$ cat src/rtl/anps_defines.svh
// Register offsets, field positions and reset values for the negotiation status registers
`ifndef ANPS_DEFINES_SVH
`define ANPS_DEFINES_SVH
`define NP_ABILITY_IDX      8'h05
`define EXP_STATUS_IDX      8'h06
`define INT_STATUS_IDX      8'h08
`define INT_MASK_IDX        8'h09
`define NP_ABILITY_ADDR     12'h014
`define EXP_STATUS_ADDR     12'h018
`define INT_STATUS_ADDR     12'h020
`define INT_MASK_ADDR       12'h024
`define NP_NP_BIT           15
`define NP_ACK_BIT          14
`define NP_MSG_BIT          13
`define NP_COMPLY_BIT       12
`define NP_TOGGLE_BIT       11
`define NP_CODE_MSB         10
`define NP_RESET            16'h0000
`define EXP_FAULT_BIT       4
`define EXP_PNP_BIT         3
`define EXP_LNP_BIT         2
`define EXP_PAGE_BIT        1
`define EXP_PAN_BIT         0
`define EXP_RESERVED_MSB    15
`define EXP_RESERVED_LSB    5
`define LOCAL_NP_CAPABLE    1'b1
`define INT_PAGE_BIT        0
`define INT_FAULT_BIT       1
`define INT_WIDTH           2
`endif

$ cat src/rtl/anps_pkg.sv
// Types shared by the negotiation status register block
package anps_pkg;
	typedef logic [10:0] page_code_t;
	typedef struct packed {
		logic       valid;
		logic       next_page;
		logic       ack;
		logic       message_page_flag;
		logic       partner_comply_ack;
		logic       toggle;
		page_code_t code;
	} page_word_s;
	typedef struct packed {
		logic parallel_detect_fault;
		logic partner_extra_page_capable;
		logic partner_negotiation_capable;
	} partner_status_s;
	typedef struct packed {
		logic [11:0] paddr;
		logic        psel;
		logic        penable;
		logic        pwrite;
		logic [31:0] pwdata;
	} apb_req_s;
	typedef struct packed {
		logic [31:0] prdata;
		logic        pready;
		logic        pslverr;
	} apb_rsp_s;
	typedef enum logic [1:0] {
		ACC_IDLE = 2'b01,
		ACC_DONE = 2'b10
	} acc_state_e;
endpackage : anps_pkg

$ cat src/rtl/anps_apb_slave.sv
// APB slave: one-wait access phase, decodes reads and writes into strobes
`timescale 1ns/1ps
`include "anps_defines.svh"
module anps_apb_slave (
	// Clock and reset
	input  wire logic          clk,
	input  wire logic          rstn,
	// Bus
	input  wire anps_pkg::apb_req_s req,
	output anps_pkg::apb_rsp_s      rsp,
	// Register side
	output logic [11:0]        addr,
	output logic               rd_stb,
	output logic               wr_stb,
	input  wire logic [15:0]   rd_data,
	input  wire logic          addr_ok
);
	import anps_pkg::*;
	typedef struct packed {
		acc_state_e  st;
		logic [31:0] rdata;
		logic        err;
	} slave_s;
	slave_s s_q, s_d;
	always_comb begin
		s_d = s_q;
		rd_stb = 1'b0;
		wr_stb = 1'b0;
		unique case (s_q.st)
			ACC_IDLE: begin
				// Answer one cycle into the access phase; strobes fire once
				if (req.psel && req.penable) begin
					rd_stb = !req.pwrite && addr_ok;
					wr_stb = req.pwrite && addr_ok;
					s_d.rdata = req.pwrite ? 32'h0000_0000 : {16'h0000, rd_data};
					s_d.err = !addr_ok;
					s_d.st = ACC_DONE;
				end
			end
			ACC_DONE: begin
				s_d.st = ACC_IDLE;
			end
			default: s_d.st = ACC_IDLE;
		endcase
	end
	always_ff @(posedge clk) begin
		if (!rstn) begin
			s_q <= '{st: ACC_IDLE, rdata: 32'h0000_0000, err: 1'b0};
		end else begin
			s_q <= s_d;
		end
	end
	assign addr = req.paddr;
	assign rsp.pready = (s_q.st == ACC_DONE);
	assign rsp.prdata = s_q.rdata;
	assign rsp.pslverr = (s_q.st == ACC_DONE) && s_q.err;
endmodule : anps_apb_slave

$ cat src/rtl/anps_sync.sv
// Two-flop synchroniser for a group of asynchronous pin levels
`timescale 1ns/1ps
module anps_sync #(
	parameter int W = 1
) (
	// Clock and reset
	input  wire logic         clk,
	input  wire logic         rstn,
	// Levels
	input  wire logic [W-1:0] d,
	output logic [W-1:0]      q
);
	logic [W-1:0] meta_q;
	logic [W-1:0] sync_q;
	always_ff @(posedge clk) begin
		if (!rstn) begin
			meta_q <= '0;
			sync_q <= '0;
		end else begin
			meta_q <= d;
			sync_q <= meta_q;
		end
	end
	assign q = sync_q;
endmodule : anps_sync

$ cat src/rtl/anps_status_regs.sv
// Partner next-page and negotiation expansion status registers with APB access
//
// Overview of operation
// - Message page flag set means the code field is a message code.
// - Message page flag reports page type; read-only, resets to zero.
// - Comply bit follows partner's ability to comply with the message.
// - Toggle bit is inverse of previously transmitted word's toggle value.
// - Received 11-bit code sits at bits 10:0, resets to zero.
// - Expansion bits 15:5 ignore writes and read as zero.
// - Parallel detection fault bit reports detected fault, resets zero.
// - Read-only bit shows whether partner supports next page.
// - Local next-page capability bit is fixed at one.
// - Page-received bit sets on code word, clears on register read.
// - Lowest expansion bit shows partner negotiation support, resets zero.
// - Expansion status register sits at index six.
// - Partner next-page register sits at index five.
// - Page bits update from engine only; software writes have no effect.
//
// The APB slave port was chosen for this implementation.
`timescale 1ns/1ps
`include "anps_defines.svh"
module anps_status_regs (
	// Clock and reset
	input  wire logic                      CLK,
	input  wire logic                      RSTN,
	// APB slave
	input  wire logic [11:0]               PADDR,
	input  wire logic                      PSEL,
	input  wire logic                      PENABLE,
	input  wire logic                      PWRITE,
	input  wire logic [31:0]               PWDATA,
	output logic [31:0]                    PRDATA,
	output logic                           PREADY,
	output logic                           PSLVERR,
	// Negotiation engine, same clock
	input  wire anps_pkg::page_word_s      PAGE_WORD,
	// Partner status levels from the link side, asynchronous
	input  wire anps_pkg::partner_status_s PARTNER_STATUS,
	// Interrupt
	output logic                           IRQ
);
	import anps_pkg::*;

	typedef struct packed {
		logic [15:0]            np;
		logic                   page_rx;
		logic [`INT_WIDTH-1:0]  int_status;
		logic [`INT_WIDTH-1:0]  int_mask;
		logic                   fault_prev;
	} regs_s;

	regs_s           r_q, r_d;
	apb_req_s        req;
	apb_rsp_s        rsp;
	logic [11:0]     addr;
	logic            rd_stb;
	logic            wr_stb;
	logic [15:0]     rd_data;
	logic            addr_ok;
	partner_status_s ps;
	logic [15:0]     exp_word;

	// Decode a bus byte address into a register hit
	function automatic logic hit(input logic [11:0] a, input logic [11:0] reg_addr);
		return a == reg_addr;
	endfunction : hit

	assign req = '{paddr: PADDR, psel: PSEL, penable: PENABLE, pwrite: PWRITE, pwdata: PWDATA};

	anps_apb_slave u_slave (
		.clk     (CLK),
		.rstn    (RSTN),
		.req     (req),
		.rsp     (rsp),
		.addr    (addr),
		.rd_stb  (rd_stb),
		.wr_stb  (wr_stb),
		.rd_data (rd_data),
		.addr_ok (addr_ok)
	);

	// Link-side levels may change at any time relative to CLK
	anps_sync #(.W(3)) u_sync (
		.clk  (CLK),
		.rstn (RSTN),
		.d    (PARTNER_STATUS),
		.q    (ps)
	);

	always_comb begin
		exp_word = 16'h0000;
		exp_word[`EXP_FAULT_BIT] = ps.parallel_detect_fault;
		exp_word[`EXP_PNP_BIT] = ps.partner_extra_page_capable;
		exp_word[`EXP_LNP_BIT] = `LOCAL_NP_CAPABLE;
		exp_word[`EXP_PAGE_BIT] = r_q.page_rx;
		exp_word[`EXP_PAN_BIT] = ps.partner_negotiation_capable;
	end

	assign addr_ok = hit(addr, `NP_ABILITY_ADDR) || hit(addr, `EXP_STATUS_ADDR) ||
		hit(addr, `INT_STATUS_ADDR) || hit(addr, `INT_MASK_ADDR);

	always_comb begin
		rd_data = 16'h0000;
		if (hit(addr, `NP_ABILITY_ADDR)) begin
			rd_data = r_q.np;
		end else if (hit(addr, `EXP_STATUS_ADDR)) begin
			rd_data = exp_word;
		end else if (hit(addr, `INT_STATUS_ADDR)) begin
			rd_data = {14'h0000, r_q.int_status};
		end else if (hit(addr, `INT_MASK_ADDR)) begin
			rd_data = {14'h0000, r_q.int_mask};
		end
	end

	always_comb begin
		r_d = r_q;
		r_d.fault_prev = ps.parallel_detect_fault;
		// Engine alone writes page bits
		// The engine delivers toggle already inverted from our last sent word
		if (PAGE_WORD.valid) begin
			r_d.np = {PAGE_WORD.next_page, PAGE_WORD.ack, PAGE_WORD.message_page_flag,
				PAGE_WORD.partner_comply_ack, PAGE_WORD.toggle, PAGE_WORD.code};
		end
		if (rd_stb && hit(addr, `EXP_STATUS_ADDR)) begin
			r_d.page_rx = 1'b0;
		end
		if (wr_stb && hit(addr, `INT_MASK_ADDR)) begin
			r_d.int_mask = PWDATA[`INT_WIDTH-1:0];
		end
		if (wr_stb && hit(addr, `INT_STATUS_ADDR)) begin
			r_d.int_status = r_q.int_status & ~PWDATA[`INT_WIDTH-1:0];
		end
		if (PAGE_WORD.valid) begin
			r_d.page_rx = 1'b1;
			r_d.int_status[`INT_PAGE_BIT] = 1'b1;
		end
		if (ps.parallel_detect_fault && !r_q.fault_prev) begin
			r_d.int_status[`INT_FAULT_BIT] = 1'b1;
		end
	end

	always_ff @(posedge CLK) begin
		if (!RSTN) begin
			r_q <= '{np: `NP_RESET, page_rx: 1'b0, int_status: 2'h0, int_mask: 2'h0,
				fault_prev: 1'b0};
		end else begin
			r_q <= r_d;
		end
	end

	assign PRDATA = rsp.prdata;
	assign PREADY = rsp.pready;
	assign PSLVERR = rsp.pslverr;
	assign IRQ = |(r_q.int_status & r_q.int_mask);
endmodule : anps_status_regs

$ cat config.mk
export PLATFORM = sky130hd
export DESIGN_NAME = anps_status_regs
export DESIGN_NICKNAME = d
export VERILOG_FILES = /design/src/rtl/anps_pkg.sv /design/src/rtl/anps_apb_slave.sv /design/src/rtl/anps_sync.sv /design/src/rtl/anps_status_regs.sv
export VERILOG_INCLUDE_DIRS = /design/src /design/src/rtl
export SDC_FILE = /design/constraint.sdc
export NUM_CORES = 1
export LEC_CHECK = 0
export BUFFER_PORTS_ARGS = -buffer_cell sky130_fd_sc_hd__buf_2
export CAP_MARGIN = 20
export CORE_UTILIZATION = 48
export DETAILED_ROUTE_END_ITERATION = 8
export PLACE_DENSITY = 0.84
export SYNTH_ARGS = -nofsm -noshare
export SYNTH_HDL_FRONTEND = slang
export SYNTH_SLANG_ARGS = --single-unit
$ cat constraint.sdc
create_clock -name CLK -period 2.5 [get_ports CLK]
set_input_delay 0.125 -clock CLK [delete_from_list [all_inputs] [get_ports CLK]]
set_output_delay 0.125 -clock CLK [all_outputs]
set_load 0.1 [all_outputs]
After elaboration in Yosys (flattened, before gate mapping)
Index checks and enable logic that the tools add are counted.
{"block": "totals", "regBits": 63, "in_bits": 69, "out_inout_bits": 35, "elab_cells": 54}
{"block": "classes", "n_eq_ne": 6, "muxes": 14, "bitwise": 3, "n_reduce_logical": 20}
{"op": "$mux 16", "count": 2}
{"op": "$eq 12x5->1 const B", "count": 2}
{"op": "$eq 12x6->1 const B", "count": 2}
{"op": "$logic_and 1x1->1", "count": 8}
{"op": "$mux 1", "count": 8}
{"op": "$mux 2", "count": 3}
{"op": "$reduce_bool 2->1", "count": 3}
{"op": "$mux 5", "count": 1}
{"op": "$and 2x2->2", "count": 2}
{"op": "$reduce_and 2->1", "count": 2}
{"op": "$logic_not 1->1", "count": 3}
{"op": "$logic_or 1x1->1", "count": 3}
{"op": "$eq 2x1->1 const B", "count": 1}
{"op": "$eq 2x2->1 const B", "count": 1}
{"op": "$not 2->2", "count": 1}
{"op": "$reduce_or 2->1", "count": 1}

Longest topological paths before layout
Gate-level depths: netlist of the first run.
{"block": "logic_depth", "ltp_word": 10, "mapped_depth": 6, "depth_no_buf": 4}

Hierarchy
From an unflattened synthesis of the first run, not the netlist that was laid out.
{"block": "hier_totals", "cells_unflattened": 262, "area_unflattened_um2": 2489.9}
{"mod": "anps_apb_slave", "instances": 1, "cells_per_inst": 130, "area_each_um2": 1192.4, "seq_area_each_um2": 380.4}
{"mod": "anps_status_regs", "instances": 1, "cells_per_inst": 120, "area_each_um2": 1139.8, "seq_area_each_um2": 440.4}
{"mod": "anps_sync", "instances": 1, "cells_per_inst": 12, "area_each_um2": 157.7, "seq_area_each_um2": 120.1}

Worst setup path after synthesis of the first run
Ideal clock, no wire load.
{"block": "synth_timing", "kind": "register to output", "start": "reg u_slave.s_q[34] (netlist name)", "end": "out PSLVERR", "arrival_ns": 2.604, "required_ns": 2.375, "path_slack_ns": -0.229, "path_stages_with_launch": 3, "n_path_buf": 0, "cell_sequence": "dfxtp_1 > nor2b_1 > and2_1"}
{"block": "synth_via", "elab_chain_len": 2}
{"item": "start: declaration", "line_no": "anps_apb_slave.sv:24", "source": "slave_s s_q, s_d;"}
{"item": "start signal: assignment", "line_no": "anps_apb_slave.sv:48", "source": "s_q <= '{st: ACC_IDLE, rdata: 32'h0000_0000, err: 1'b0};"}
{"item": "$eq 2x2->1"}
{"item": "named net PREADY", "line_no": "anps_status_regs.sv:33", "source": "output logic PREADY,"}
{"item": "$logic_and 1x1->1", "line_no": "anps_apb_slave.sv:56", "source": "assign rsp.pslverr = (s_q.st == ACC_DONE) && s_q.err;"}
{"item": "end: declaration", "line_no": "anps_status_regs.sv:34", "source": "output logic PSLVERR,"}
The timed path passes the listed nets, and every way through them passes these cells.

Worst setup path in the final report of the first run
{"block": "layout_timing", "start": "reg u_slave.s_q[34] (netlist name)", "end": "reg u_slave.s_q (netlist bit u_slave.rsp[11])"}
{"block": "layout_via", "elab_chain_len": 2}
{"item": "$eq 2x1->1", "line_no": "anps_apb_slave.sv:29", "source": "unique case (s_q.st)"}
{"item": "$reduce_and 2->1 (no source line)"}
No other way between the ends.
A chain may end at the register's enable or synchronous reset.

==> metrics.md, run 1 <==
| Metric | Value |
|---|---|
| Run status | `finished, final reports clean` |
| Mapped Avg Cell Area | `9.943 um2` |
| Highest clock frequency the design can meet | `602.0 MHz` |
| Detail-routed net length per standard cell | `approximately 13 um` |
| Fraction of registers with async set/reset | `0%` |
| Synth top area share | `between 40 and 50%` |
| Number of buffers between clock root and the deepest sink | `2` |
| Number of iterations in the first detailed-routing pass | `4` |
| Clock skew after layout | `~0.0079 ns` |
| CTS H-Tree Depth | `2` |
| TritonCTS clock tree | `done` |
| CTS Buf Count | `5` |
| Root buffer cell | `clkbuf_8` |
| Worst-path clk slew | `approximately 0.08 ns` |
| Final weighted congestion in routability-driven placement | `about 0.84` |
| Initial antenna violation count | `0` |
| Number of top-level design ports | `roughly 100` |
| Category of the critical setup timing path | `register to register` |
| Via count of the first global-routing pass | `~1500` |
| Drt initial violations | `between 60 and 70` |
| Biggest area consumer among synthesized cells | `dfxtp_1` |
| HPWL after DPL | `just under 3 mm` |
| Final setup fails | `0` |
| Post-Syn Area | `0.002048 mm2` |
| Register area share after synthesis | `between 40% and 50%` |
| Aggregate routed wire length | `3.912 mm` |
| Max-cap violations | `0` |
| Number of antenna-violating nets in the routed design | `0` |
| Initial Util | `between 50% and 60%` |
| Worst vdd ir | `between 0.3 and 0.4 mV` |
| Count of buffers from port buffering | `between 50 and 60` |
| Area delta synth->final | `10.38%` |
| Die height | `a little under 70 um` |
| Ant. Diodes | `0` |
| Number of buffers inserted by hold repair at cts | `0` |
| Transition time at the pin with the least slew margin | `just under 1 ns` |
| Leftover overflow at the end of global routing | `0` |
| Flip-flop and latch count after synthesis | `47` |
| Vias after detailed routing | `~1500` |
| Post-route total power | `roughly 1400 uW` |
| Wire length of the first global-routing pass | `between 6 and 7 mm` |
| Number of clock sinks | `47` |
| Data arrival, critical path | `1.90 ns` |
| Final nets | `approximately 310` |
| Yosys Warn Count | `0` |
| Maximum fanout along the worst path | `13` |
| Clock network latency to the later pin of the worst-skew pair | `~0.29 ns` |
| Nature of the critical path endpoint | `register` |
| Std-Cell Core Area | `between 0.004 and 0.005 mm2` |
| Maximum number of pins on one net before global-route repair | `21` |
| Commonest register cell after synthesis | `dfxtp_1` |
| Final Hold Viols | `0` |
| Cell Pwr Density | `~640 mW/mm2` |
| Share of layout cells above drive strength 1 | `29.27%` |
| Post-route fraction of the period consumed by the critical path | `about two thirds` |
| Slew Limit Fails | `0` |
| Crit start category | `register` |
| Cell count of the worst reg-to-reg path | `3` |
| Overall fraction of global-route tracks in use | `a little under 20%` |
| Number of enable flip-flop cells after synthesis | `0` |
| Detailed-route vias per instance | `between 5 and 6` |
| Die Wd | `roughly 67 um` |
| Fill cells | `361` |
| Count of cell types in the netlist | `38` |
| Static leakage | `about 0.0011 uW` |
| Synthesized instance count | `between 200 and 250` |
| Time the worst path needs with I/O delays and setup | `1.661 ns` |
| Post-cts repair resize count | `0` |
| Cell types occupying the most area after synthesis | `dfxtp_1 (46%), buf_4 (12%), mux2i_1 (7.8%), a22o_1 (6.4%), nor2_1 (4.2%)` |
| Number of cells on the worst hold path | `2` |
| Min-Delay Path Class | `input port to register` |
| Site row count | `23` |
| Setup bufs post-CTS | `0` |
| Drc violations | `0` |
| Endpoint required time on the critical path | `2.74 ns` |
| Setup repair after global routing missed its margin | `false` |
| Worst slew margin relative to its limit | `between 30% and 40%` |
| Accumulated negative setup slack | `0 ns` |
| Area of the die | `0.004533 mm2` |
placed cells by master, fill, tap and decap left out, types with 3 or more instances in the layout:
cell | Yosys | routed
a21oi_1 | 5 | 5
a22o_1 | 15 | 15
and2_1 | 9 | 9
buf_2 | 1 | 57
clkbuf_8 | 0 | 5
conb_1 | 1 | 16
dfxtp_1 | 47 | 47
inv_1 | 3 | 3
mux2i_1 | 16 | 16
nand2_1 | 6 | 6
nor2_1 | 23 | 23
o21ai_0 | 3 | 3
metrics by stage:
step | std cells | utilization [%] | setup WS (ns) | area [um2] | hold WS [ns]
after floorplan | 221 | - | 0.3469 | 2107 | 0.2523
after global placement | 288 | 53.72 | 0.8513 | 2180 | 0.3311
after detailed placement | 288 | 53.72 | 0.8295 | 2180 | 0.3349
after CTS | 296 | 55.72 | 0.8244 | 2261 | 0.02858
after global routing | 296 | 55.72 | 0.6700 | 2261 | 0.03515
final | 296 | 55.72 | 0.8389 | 2261 | 0.03703
Yosys cell counts (all sizes together), types with 3 or more instances:
| master | count |
|---|---|
| dfxtp | 47 |
| buf | 34 |
| nor2 | 24 |
| mux2i | 16 |
| a22o | 15 |
| and2 | 9 |
| clkbuf | 7 |
| nand2 | 6 |
| a21oi | 5 |
| inv | 3 |
| nor2b | 3 |
| o21ai | 3 |
power by group:
part           total (uW)  internal, uW  switching [uW]
Sequential            787           774            13.4
Combinational         220          55.0             165
Clock                 429           196             233
Total                1440          1030             411
metal layers:
| metal | vias up | global-route usage, % | wire, um |
|---|---|---|---|
| met5 | - | 0 | 0 |
| met4 | 0 | 8.511 | 23 |
| met3 | 3 | 4.054 | 210 |
| met2 | 56 | 33.38 | 1985 |
| met1 | 696 | 22.51 | 1691 |
| li1 | 754 | - | - |
flip-flops by register name, summed over array words and instances, names as in the netlist:
| name | count |
|---|---|
| exp_word | 1 |
| r_q | 21 |
| u_sync.q | 3 |
| u_slave.s_q | 3 |
| u_slave.rsp | 16 |
| u_sync.meta_q | 3 |
final timing paths:
path | start | to | slack (ns)
worst min register to register | u_sync.meta_q[1] | u_sync.q[1] | 0.43
worst max register to register | u_slave.s_q[34] | u_slave.rsp[11] | 0.84
worst min-delay path | PARTNER_STATUS[2] | u_sync.meta_q[2] | 0.04
worst max-delay path | u_slave.s_q[34] | u_slave.rsp[11] | 0.84
final cells by class:
cell class	instances	area [um2]	share of cell area, %
clock buffer	7	76.32	3.376
clock inverter	1	5.005	0.2214
inverter	4	15.01	0.6641
multi-input combinational	129	868.3	38.41
sequential	47	940.9	41.62
tap	50	62.56	2.767
timing repair buffer	58	292.8	12.95
cell families (layout without fill, tap and decap cells):
| kind of cell | after synthesis | count (layout) | share of synthesized area, % |
|---|---|---|---|
| flip-flops | 47 | 47 | 45.94 |
| AO/OA/AOI/OAI | 39 | 39 | 15.21 |
| XOR/XNOR | 1 | 1 | 0.4277 |
| multiplexers | 16 | 16 | 7.819 |
| buffers and inverters | 45 | 70 | 14.54 |
| other | 1 | 16 | 0.1831 |
| AND/OR/NAND/NOR | 57 | 57 | 15.88 |
critical path, cell delays in order, from the launching register on:
cell	delay, ns
dfxtp_1	0.34
and4b_1	0.24
nor2_1	0.76
a22o_1	0.27
No activity file was read; power rests on OpenSTA's default activity.
==> run 2: changes to the inputs <==
--- a/config.mk
+++ b/config.mk
@@ -8,9 +8,9 @@
 export LEC_CHECK = 0
 export BUFFER_PORTS_ARGS = -buffer_cell sky130_fd_sc_hd__buf_2
 export CAP_MARGIN = 20
-export CORE_UTILIZATION = 48
+export CORE_UTILIZATION = 41
 export DETAILED_ROUTE_END_ITERATION = 8
-export PLACE_DENSITY = 0.84
+export PLACE_DENSITY = 0.76
 export SYNTH_ARGS = -nofsm -noshare
 export SYNTH_HDL_FRONTEND = slang
 export SYNTH_SLANG_ARGS = --single-unit
==> constraint.sdc (replaced) <==
create_clock -name CLK -period 1.5 [get_ports CLK]
set_input_delay 0.075 -clock CLK [delete_from_list [all_inputs] [get_ports CLK]]
set_output_delay 0.075 -clock CLK [all_outputs]
set_load 0.1 [all_outputs]
==> run 2 against run 1 <==
  * Final area increased by 7.2%
  * Register-to-register slack lost 0.77 ns
  * Combinational power rose by 77%
  * Global-route usage is 2.7 points lower
  * Hold slack got worse by 0.026 ns
  * Highest routed layer unchanged
  * Cell count increased by 9.8%
  * Via count grew 5.0%
==> metrics.md, run 2 (same netlist as run 1, synthesis figures left out) <==
| Metric | Value |
|---|---|
| Run status | `finished, final reports clean (unchanged)` |
| Commonest cells after routing, fill and taps aside | `buf_2 (56), dfxtp_1 (47), nor2_1 (22), mux2i_1 (16), conb_1 (16) (was buf_2 (57), dfxtp_1 (47), nor2_1 (23), mux2i_1 (16), conb_1 (16))` |
| Nature of the critical path endpoint | `register (unchanged)` |
| Critical path's slowest cell | `dfxtp_1 (was nor2_1)` |
| Via count of the first global-routing pass | `1441 (was 1480)` |
| Transition time at the pin with the least slew margin | `0.5406 ns (was 0.9919 ns)` |
| Die height | `72.68 um (was 67.33 um)` |
| Fill cells | `454 (was 361)` |
| Initial antenna violation count | `0 (unchanged)` |
| Drc violations | `0 (unchanged)` |
| Crit start category | `register (unchanged)` |
| Reg-to-reg endpoint | `r_q[4] (was u_slave.rsp[11])` |
| Ordered cell list for the critical path | `and4b_2 -> and4_2 -> nand3_1 -> a32o_1 (was and4b_1 -> nor2_1 -> a22o_1)` |
| CTS Buf Count | `5 (unchanged)` |
| Setup repair after global routing missed its margin | `false (unchanged)` |
| Time the worst path needs with I/O delays and setup | `1.427 ns (was 1.661 ns)` |
| Final setup fails | `0 (unchanged)` |
| HPWL after DPL | `2.978 mm (was 2.901 mm)` |
| Max reg flops | `21 (unchanged)` |
| Worst slew margin relative to its limit | `63.96% (was 33.63%)` |
| Combinational power share | `15.7% (was 15.3%)` |
| Aggregate routed wire length | `4.140 mm (was 3.912 mm)` |
| Ant. Diodes | `0 (unchanged)` |
| Most frequent standard cell in the layout excluding fill and tap cells | `buf_2 (unchanged)` |
| Clock network latency to the later pin of the worst-skew pair | `0.29 ns (about the same)` |
| Die Wd | `72.68 um (was 67.33 um)` |
| Detailed-route vias per instance | `4.877 (was 5.098)` |
| Number of top-level design ports | `104 (unchanged)` |
| Cell Pwr Density | `1025 mW/mm2 (was 635.1 mW/mm2)` |
| Power Internal | `1776 uW (was 1025 uW)` |
| Highest clock frequency the design can meet | `700.8 MHz (was 602.0 MHz)` |
| Vias after detailed routing | `1585 (was 1509)` |
| Flop2flop setup slack | `0.07 ns (was 0.84 ns)` |
| Clock skew after layout | `0.004754 ns (was 0.007879 ns)` |
| Post-route fraction of the period consumed by the critical path | `95.12% (was 66.45%)` |
| Sequential Power Share | `52.8% (was 54.8%)` |
| Accumulated negative setup slack | `0 ns (unchanged)` |
| Worst Hold End | `r_q[8] (was u_sync.meta_q[2])` |
| TritonCTS clock tree | `done (unchanged)` |
| Switching share of total power | `28.54% (was 28.60%)` |
| Number of clock sinks | `47 (unchanged)` |
| Final weighted congestion in routability-driven placement | `0.8684 (was 0.8410)` |
| Overall fraction of global-route tracks in use | `16.49% (was 19.20%)` |
| Cell count of the worst reg-to-reg path | `4 (was 3)` |
| Category of the critical setup timing path | `register to register (unchanged)` |
| Share of layout cells above drive strength 1 | `33.33% (was 29.27%)` |
| Placed insts | `311 (was 288)` |
| Maximum number of pins on one net before global-route repair | `21 (unchanged)` |
| Site row count | `25 (was 23)` |
| Slew Limit Fails | `0 (unchanged)` |
| Hold Crit Start | `PAGE_WORD[2] (was PARTNER_STATUS[2])` |
| Net Sw Power | `709.0 uW (was 410.7 uW)` |
| Static leakage | `0.001129 uW (was 0.001068 uW)` |
| Worst vdd ir | `0.5369 mV (was 0.3500 mV)` |
| Max-cap violations | `0 (unchanged)` |
| Root buffer cell | `clkbuf_8 (unchanged)` |
| Top register by number of flip-flops | `r_q (unchanged)` |
| Count of buffers from port buffering | `57 (unchanged)` |
| Number of iterations in the first detailed-routing pass | `4 (unchanged)` |
| Number of buffers between clock root and the deepest sink | `2 (unchanged)` |
| Maximum fanout along the worst path | `6 (was 13)` |
| Final nets | `326 (was 314)` |
| Area delta synth->final | `18.33% (was 10.38%)` |
| Drt initial violations | `41 (was 65)` |
| Data arrival, critical path | `1.62 ns (was 1.90 ns)` |
| Worst-path clk slew | `0.08 ns (about the same)` |
| Min-Delay Path Class | `input port to register (unchanged)` |
| Final Hold Viols | `0 (unchanged)` |
| Initial Util | `43.08% (was 50.48%)` |
| Leftover overflow at the end of global routing | `0 (unchanged)` |
| Std-Cell Core Area | `0.004755 mm2 (was 0.004058 mm2)` |
| Detail-routed net length per standard cell | `12.74 um (was 13.22 um)` |
| Post-route non-filler standard cell count | `325 (was 296)` |
| Clk network pwr share | `31.5% (was 29.9%)` |
| Final-layout worst hold slack | `0.01107 ns (was 0.03703 ns)` |
| Number of cells on the worst hold path | `3 (was 2)` |
| Endpoint required time on the critical path | `1.69 ns (was 2.74 ns)` |
| Number of antenna-violating nets in the routed design | `0 (unchanged)` |
| Area of the die | `0.005282 mm2 (was 0.004533 mm2)` |
| CTS H-Tree Depth | `2 (unchanged)` |
| Wire length of the first global-routing pass | `6.534 mm (was 6.444 mm)` |
| Biggest cell delay along the critical path | `0.32 ns (was 0.76 ns)` |
| Critical register-to-register path startpoint | `u_slave.s_q[34] (unchanged)` |
[run 2: worst max-delay path by stage]
stage	start	end	slack (ns)	cells past startpoint
CTS	u_slave.s_q[34]	u_slave.rsp[9]	0.02	4
finish	u_slave.s_q[34]	r_q[4]	0.07	4
global route	u_slave.s_q[34]	r_q[4]	0.02	4
detailed placement	u_slave.s_q[34]	u_slave.rsp[16]	-0.18	3
floorplan	u_slave.s_q[33]	u_slave.rsp[10]	0.02	6
global placement	u_slave.s_q[34]	u_slave.rsp[9]	-0.12	3
[run 2: metal layers]
layer / vias up / track usage, % / wire length [um]
met3: 12 / 3.867 / 229
met2: 52 / 27.31 / 1992
li1: 785 / - / -
met4: 0 / 9.804 / 112
met5: - / 0 / 0
met1: 736 / 19.43 / 1806
[run 2: layout make-up]
| type | instances | area (um2) | share of cell area (%) |
|---|---|---|---|
| multi-input cells | 130 | 900.9 | 37.17 |
| inverters | 4 | 15.01 | 0.6195 |
| clock buffers | 7 | 86.33 | 3.562 |
| clock inverters | 1 | 8.758 | 0.3614 |
| repair buffers | 69 | 387.9 | 16.00 |
| flip-flops and latches | 47 | 940.9 | 38.82 |
| well taps | 67 | 83.83 | 3.459 |
[run 2: stage by stage]
step | power (uW) | setup WS [ns] | utilization (%) | cell area (um2)
detailed placement | 1715 | -0.1751 | 47.39 | 2253
floorplan | 1654 | 0.01635 | - | 2115
global placement | 1709 | -0.1161 | 47.39 | 2253
global route | 2590 | 0.01519 | 50.97 | 2424
CTS | 2496 | 0.01846 | 50.34 | 2394
finish | 2485 | 0.07314 | 50.97 | 2424
[run 2: worst max-delay path, delay by kind of cell (launching register included)]
kind	cells	cell delay (ns)
AND/OR/NAND/NOR	3	0.75
flip-flops	1	0.32
AO/OA/AOI/OAI	1	0.26
[run 2: what timing repair did]
| action | in CTS | in global routing |
|---|---|---|
| buffers inserted | 0 | 1 |
| endpoints found under the hold margin | 3 | 1 |
| cloned | 1 | 0 |
| resized for setup | 3 | 4 |
| pin swaps | 1 | 0 |
| hold buffers | 3 | 1 |
| endpoints found under the setup margin | 13 | 17 |
[run 2: power by group through the flow]
stage / Clock, uW / Combinational, uW / Sequential, uW
after global placement: 0 / 370 / 1340
after floorplan: 0 / 320 / 1330
after CTS: 802 / 384 / 1310
final: 784 / 390 / 1310
after detailed placement: 0 / 375 / 1340
after global routing: 860 / 415 / 1320
==> run 3: changes to the inputs <==
--- a/config.mk
+++ b/config.mk
@@ -6,11 +6,11 @@
 export SDC_FILE = /design/constraint.sdc
 export NUM_CORES = 1
 export LEC_CHECK = 0
-export BUFFER_PORTS_ARGS = -buffer_cell sky130_fd_sc_hd__buf_2
 export CAP_MARGIN = 20
-export CORE_UTILIZATION = 41
+export CORE_UTILIZATION = 56
 export DETAILED_ROUTE_END_ITERATION = 8
-export PLACE_DENSITY = 0.76
+export DONT_BUFFER_PORTS = 1
+export PLACE_DENSITY = 0.74
 export SYNTH_ARGS = -nofsm -noshare
 export SYNTH_HDL_FRONTEND = slang
 export SYNTH_SLANG_ARGS = --single-unit
==> run 3 against run 2 <==
  * Via count is 1.4% lower
  * Register-to-register slack hardly changed
  * Sequential cell count stayed put
  * Fmax is 0.94% higher
  * Die area is 26% lower
==> metrics.md, run 3 (same netlist as run 1, synthesis figures left out) <==
| Metric | Value |
|---|---|
| Non-Filler Cell Area, Final | `0.002444 mm2 (was 0.002424 mm2)` |
| Clock network latency to the later pin of the worst-skew pair | `0.37 ns (was 0.29 ns)` |
| Number of antenna-violating nets in the routed design | `0 (unchanged)` |
| Number of buffers and inverters on the critical path | `0 (unchanged)` |
| Commonest cells after routing, fill and taps aside | `dfxtp_1 (47), dlygate4sd3_1 (32), nor2_1 (22), buf_4 (22) (was buf_2 (56), dfxtp_1 (47), nor2_1 (22), mux2i_1 (16), conb_1 (16))` |
| Cell count of the worst reg-to-reg path | `4 (unchanged)` |
| Initial antenna violation count | `0 (unchanged)` |
| Area delta synth->final | `19.30% (was 18.33%)` |
| Root buffer cell | `clkbuf_4 (was clkbuf_8)` |
| Final nets | `310 (was 326)` |
| Final Hold Viols | `0 (unchanged)` |
| Initial Util | `59.96% (was 43.08%)` |
| Number of buffers between clock root and the deepest sink | `2 (unchanged)` |
| Ordered cell list for the critical path | `and4b_2 -> and4_2 -> nand3_1 -> a32o_1 (unchanged)` |
| Flop2flop setup slack | `0.09 ns (was 0.07 ns)` |
| Number of clock sinks | `47 (unchanged)` |
| Clock skew after layout | `0.01458 ns (was 0.004754 ns)` |
| Aggregate routed wire length | `4.269 mm (was 4.140 mm)` |
| Final weighted congestion in routability-driven placement | `0.8553 (was 0.8684)` |
| Hold Crit Start | `RSTN (was PAGE_WORD[2])` |
| Min-Delay Path Class | `input port to register (unchanged)` |
| Max-cap violations | `0 (unchanged)` |
| Detail-routed net length per standard cell | `14.82 um (was 12.74 um)` |
| Maximum fanout along the worst path | `6 (unchanged)` |
| Final critical-path setup slack | `0.08646 ns (was 0.07314 ns)` |
| Vias after detailed routing | `1563 (was 1585)` |
| Share of the core filled with cells in the final layout | `71.54% (was 50.97%)` |
| Drc violations | `0 (unchanged)` |
| Time the worst path needs with I/O delays and setup | `1.414 ns (was 1.427 ns)` |
| Transition time at the pin with the least slew margin | `0.8137 ns (was 0.5406 ns)` |
| Number of top-level design ports | `104 (unchanged)` |
| Worst vdd ir | `0.6937 mV (was 0.5369 mV)` |
| Reg-to-reg endpoint | `r_q[4] (unchanged)` |
| Site row count | `21 (was 25)` |
| Final setup fails | `0 (unchanged)` |
| Wire length of the first global-routing pass | `6.948 mm (was 6.534 mm)` |
| TritonCTS clock tree | `done (unchanged)` |
| Slew Limit Fails | `0 (unchanged)` |
| Setup repair after global routing missed its margin | `false (unchanged)` |
| Via count of the first global-routing pass | `1466 (was 1441)` |
| Number of iterations in the first detailed-routing pass | `4 (unchanged)` |
| CTS Buf Count | `5 (unchanged)` |
| Worst-path clk slew | `0.14 ns (was 0.08 ns)` |
| Die height | `62.48 um (was 72.68 um)` |
| Worst Hold End | `r_q[1] (was r_q[8])` |
| Overall fraction of global-route tracks in use | `22.91% (was 16.49%)` |
| Leftover overflow at the end of global routing | `0 (unchanged)` |
| Most frequent standard cell in the layout excluding fill and tap cells | `dfxtp_1 (was buf_2)` |
| Area of the die | `0.003903 mm2 (was 0.005282 mm2)` |
| Number of cells on the worst hold path | `3 (unchanged)` |
| Highest clock frequency the design can meet | `707.4 MHz (was 700.8 MHz)` |
| Std-Cell Core Area | `0.003416 mm2 (was 0.004755 mm2)` |
| Ant. Diodes | `0 (unchanged)` |
| Maximum number of pins on one net before global-route repair | `19 (was 21)` |
| Biggest cell delay along the critical path | `0.33 ns (was 0.32 ns)` |
| Worst slew margin relative to its limit | `45.57% (was 63.96%)` |
| CP delay by family, top | `simple AND/OR/NAND/NOR gates (unchanged)` |
| Share of layout cells above drive strength 1 | `17.36% (was 33.33%)` |
| Count of buffers from port buffering | `0 (was 57)` |
| Top register by number of flip-flops | `r_q (unchanged)` |
| Data arrival, critical path | `1.70 ns (was 1.62 ns)` |
| Endpoint required time on the critical path | `1.78 ns (was 1.69 ns)` |
| Max reg flops | `21 (unchanged)` |
| Nature of the critical path endpoint | `register (unchanged)` |
| Cell Pwr Density | `938.2 mW/mm2 (was 1025 mW/mm2)` |
| CTS H-Tree Depth | `2 (unchanged)` |
| Worst-case setup slack after placement | `-0.1050 ns (was -0.1751 ns)` |
| Crit start category | `register (unchanged)` |
| Post-route fraction of the period consumed by the critical path | `94.24% (was 95.12%)` |
| Category of the critical setup timing path | `register to register (unchanged)` |
| Critical register-to-register path startpoint | `u_slave.s_q[34] (unchanged)` |
| Drt initial violations | `69 (was 41)` |
| Static leakage | `0.001044 uW (was 0.001129 uW)` |
| Die Wd | `62.48 um (was 72.68 um)` |
| Run status | `finished, final reports clean (unchanged)` |
| Placed cell areas | `0.002054 mm2 (was 0.002253 mm2)` |
| HPWL after DPL | `2.857 mm (was 2.978 mm)` |
| Final-layout worst hold slack | `0.009892 ns (was 0.01107 ns)` |
| Detailed-route vias per instance | `5.427 (was 4.877)` |
| Critical path's slowest cell | `dfxtp_1 (unchanged)` |
| Post-route total power | `2293 uW (was 2485 uW)` |
[run 3: where the power goes]
part	switching [uW]	leakage [uW]	total (uW)	internal, uW
clock	398	0.0000324	588	190
combinational	267	0.000627	390	123
sequential	23.1	0.000384	1310	1290
total	688	0.00104	2290	1600
[run 3: what timing repair did]
item / in CTS / in global routing
cloned: 0 / 0
hold buffers: 32 / 0
hold endpoints to repair: 34 / 0
gates resized for setup: 1 / 3
buffers inserted: 0 / 0
setup endpoints to repair: 13 / 9
[run 3: how the worst max path moves through the flow]
stage | endpoint | startpoint | cells after the start
3_3_place_gp | u_slave.rsp[11] | u_slave.s_q[34] | 3
2_1_floorplan | u_slave.rsp[10] | u_slave.s_q[33] | 6
4_1_cts | r_q[4] | u_slave.s_q[34] | 4
6_report | r_q[4] | u_slave.s_q[34] | 4
5_1_grt | u_slave.rsp[2] | u_slave.s_q[34] | 4
3_5_place_dp | u_slave.rsp[11] | u_slave.s_q[34] | 3
[run 3: metrics by stage]
step                TNS [ns]  instances
global route               0        288
detailed placement    -1.226        248
floorplan                  0        221
global placement     -0.5686        248
finish                     0        288
CTS                        0        288
[run 3: area by class of cell]
cell class	instances	area (um2)
repair buffers	54	485.5
inverters	4	15.01
clock inverters	2	17.52
flip-flops and latches	47	940.9
fillers	281	972.2
clock buffers	6	41.29
multi-input cells	129	885.9
well taps	46	57.56
[run 3: worst min-delay path, cell delays in order]
cell and delay, ns:
nand2_1 0.03, a21oi_1 0.12, a41o_1 0.12
[run 3: routing by layer]
layer	up-vias	track usage (%)	part of all wire, %
met3	12	6.387	5.3
met1	749	28.93	43
li1	752	-	-
met5	-	0	0
met2	50	36.82	50
met4	0	9.012	2.0
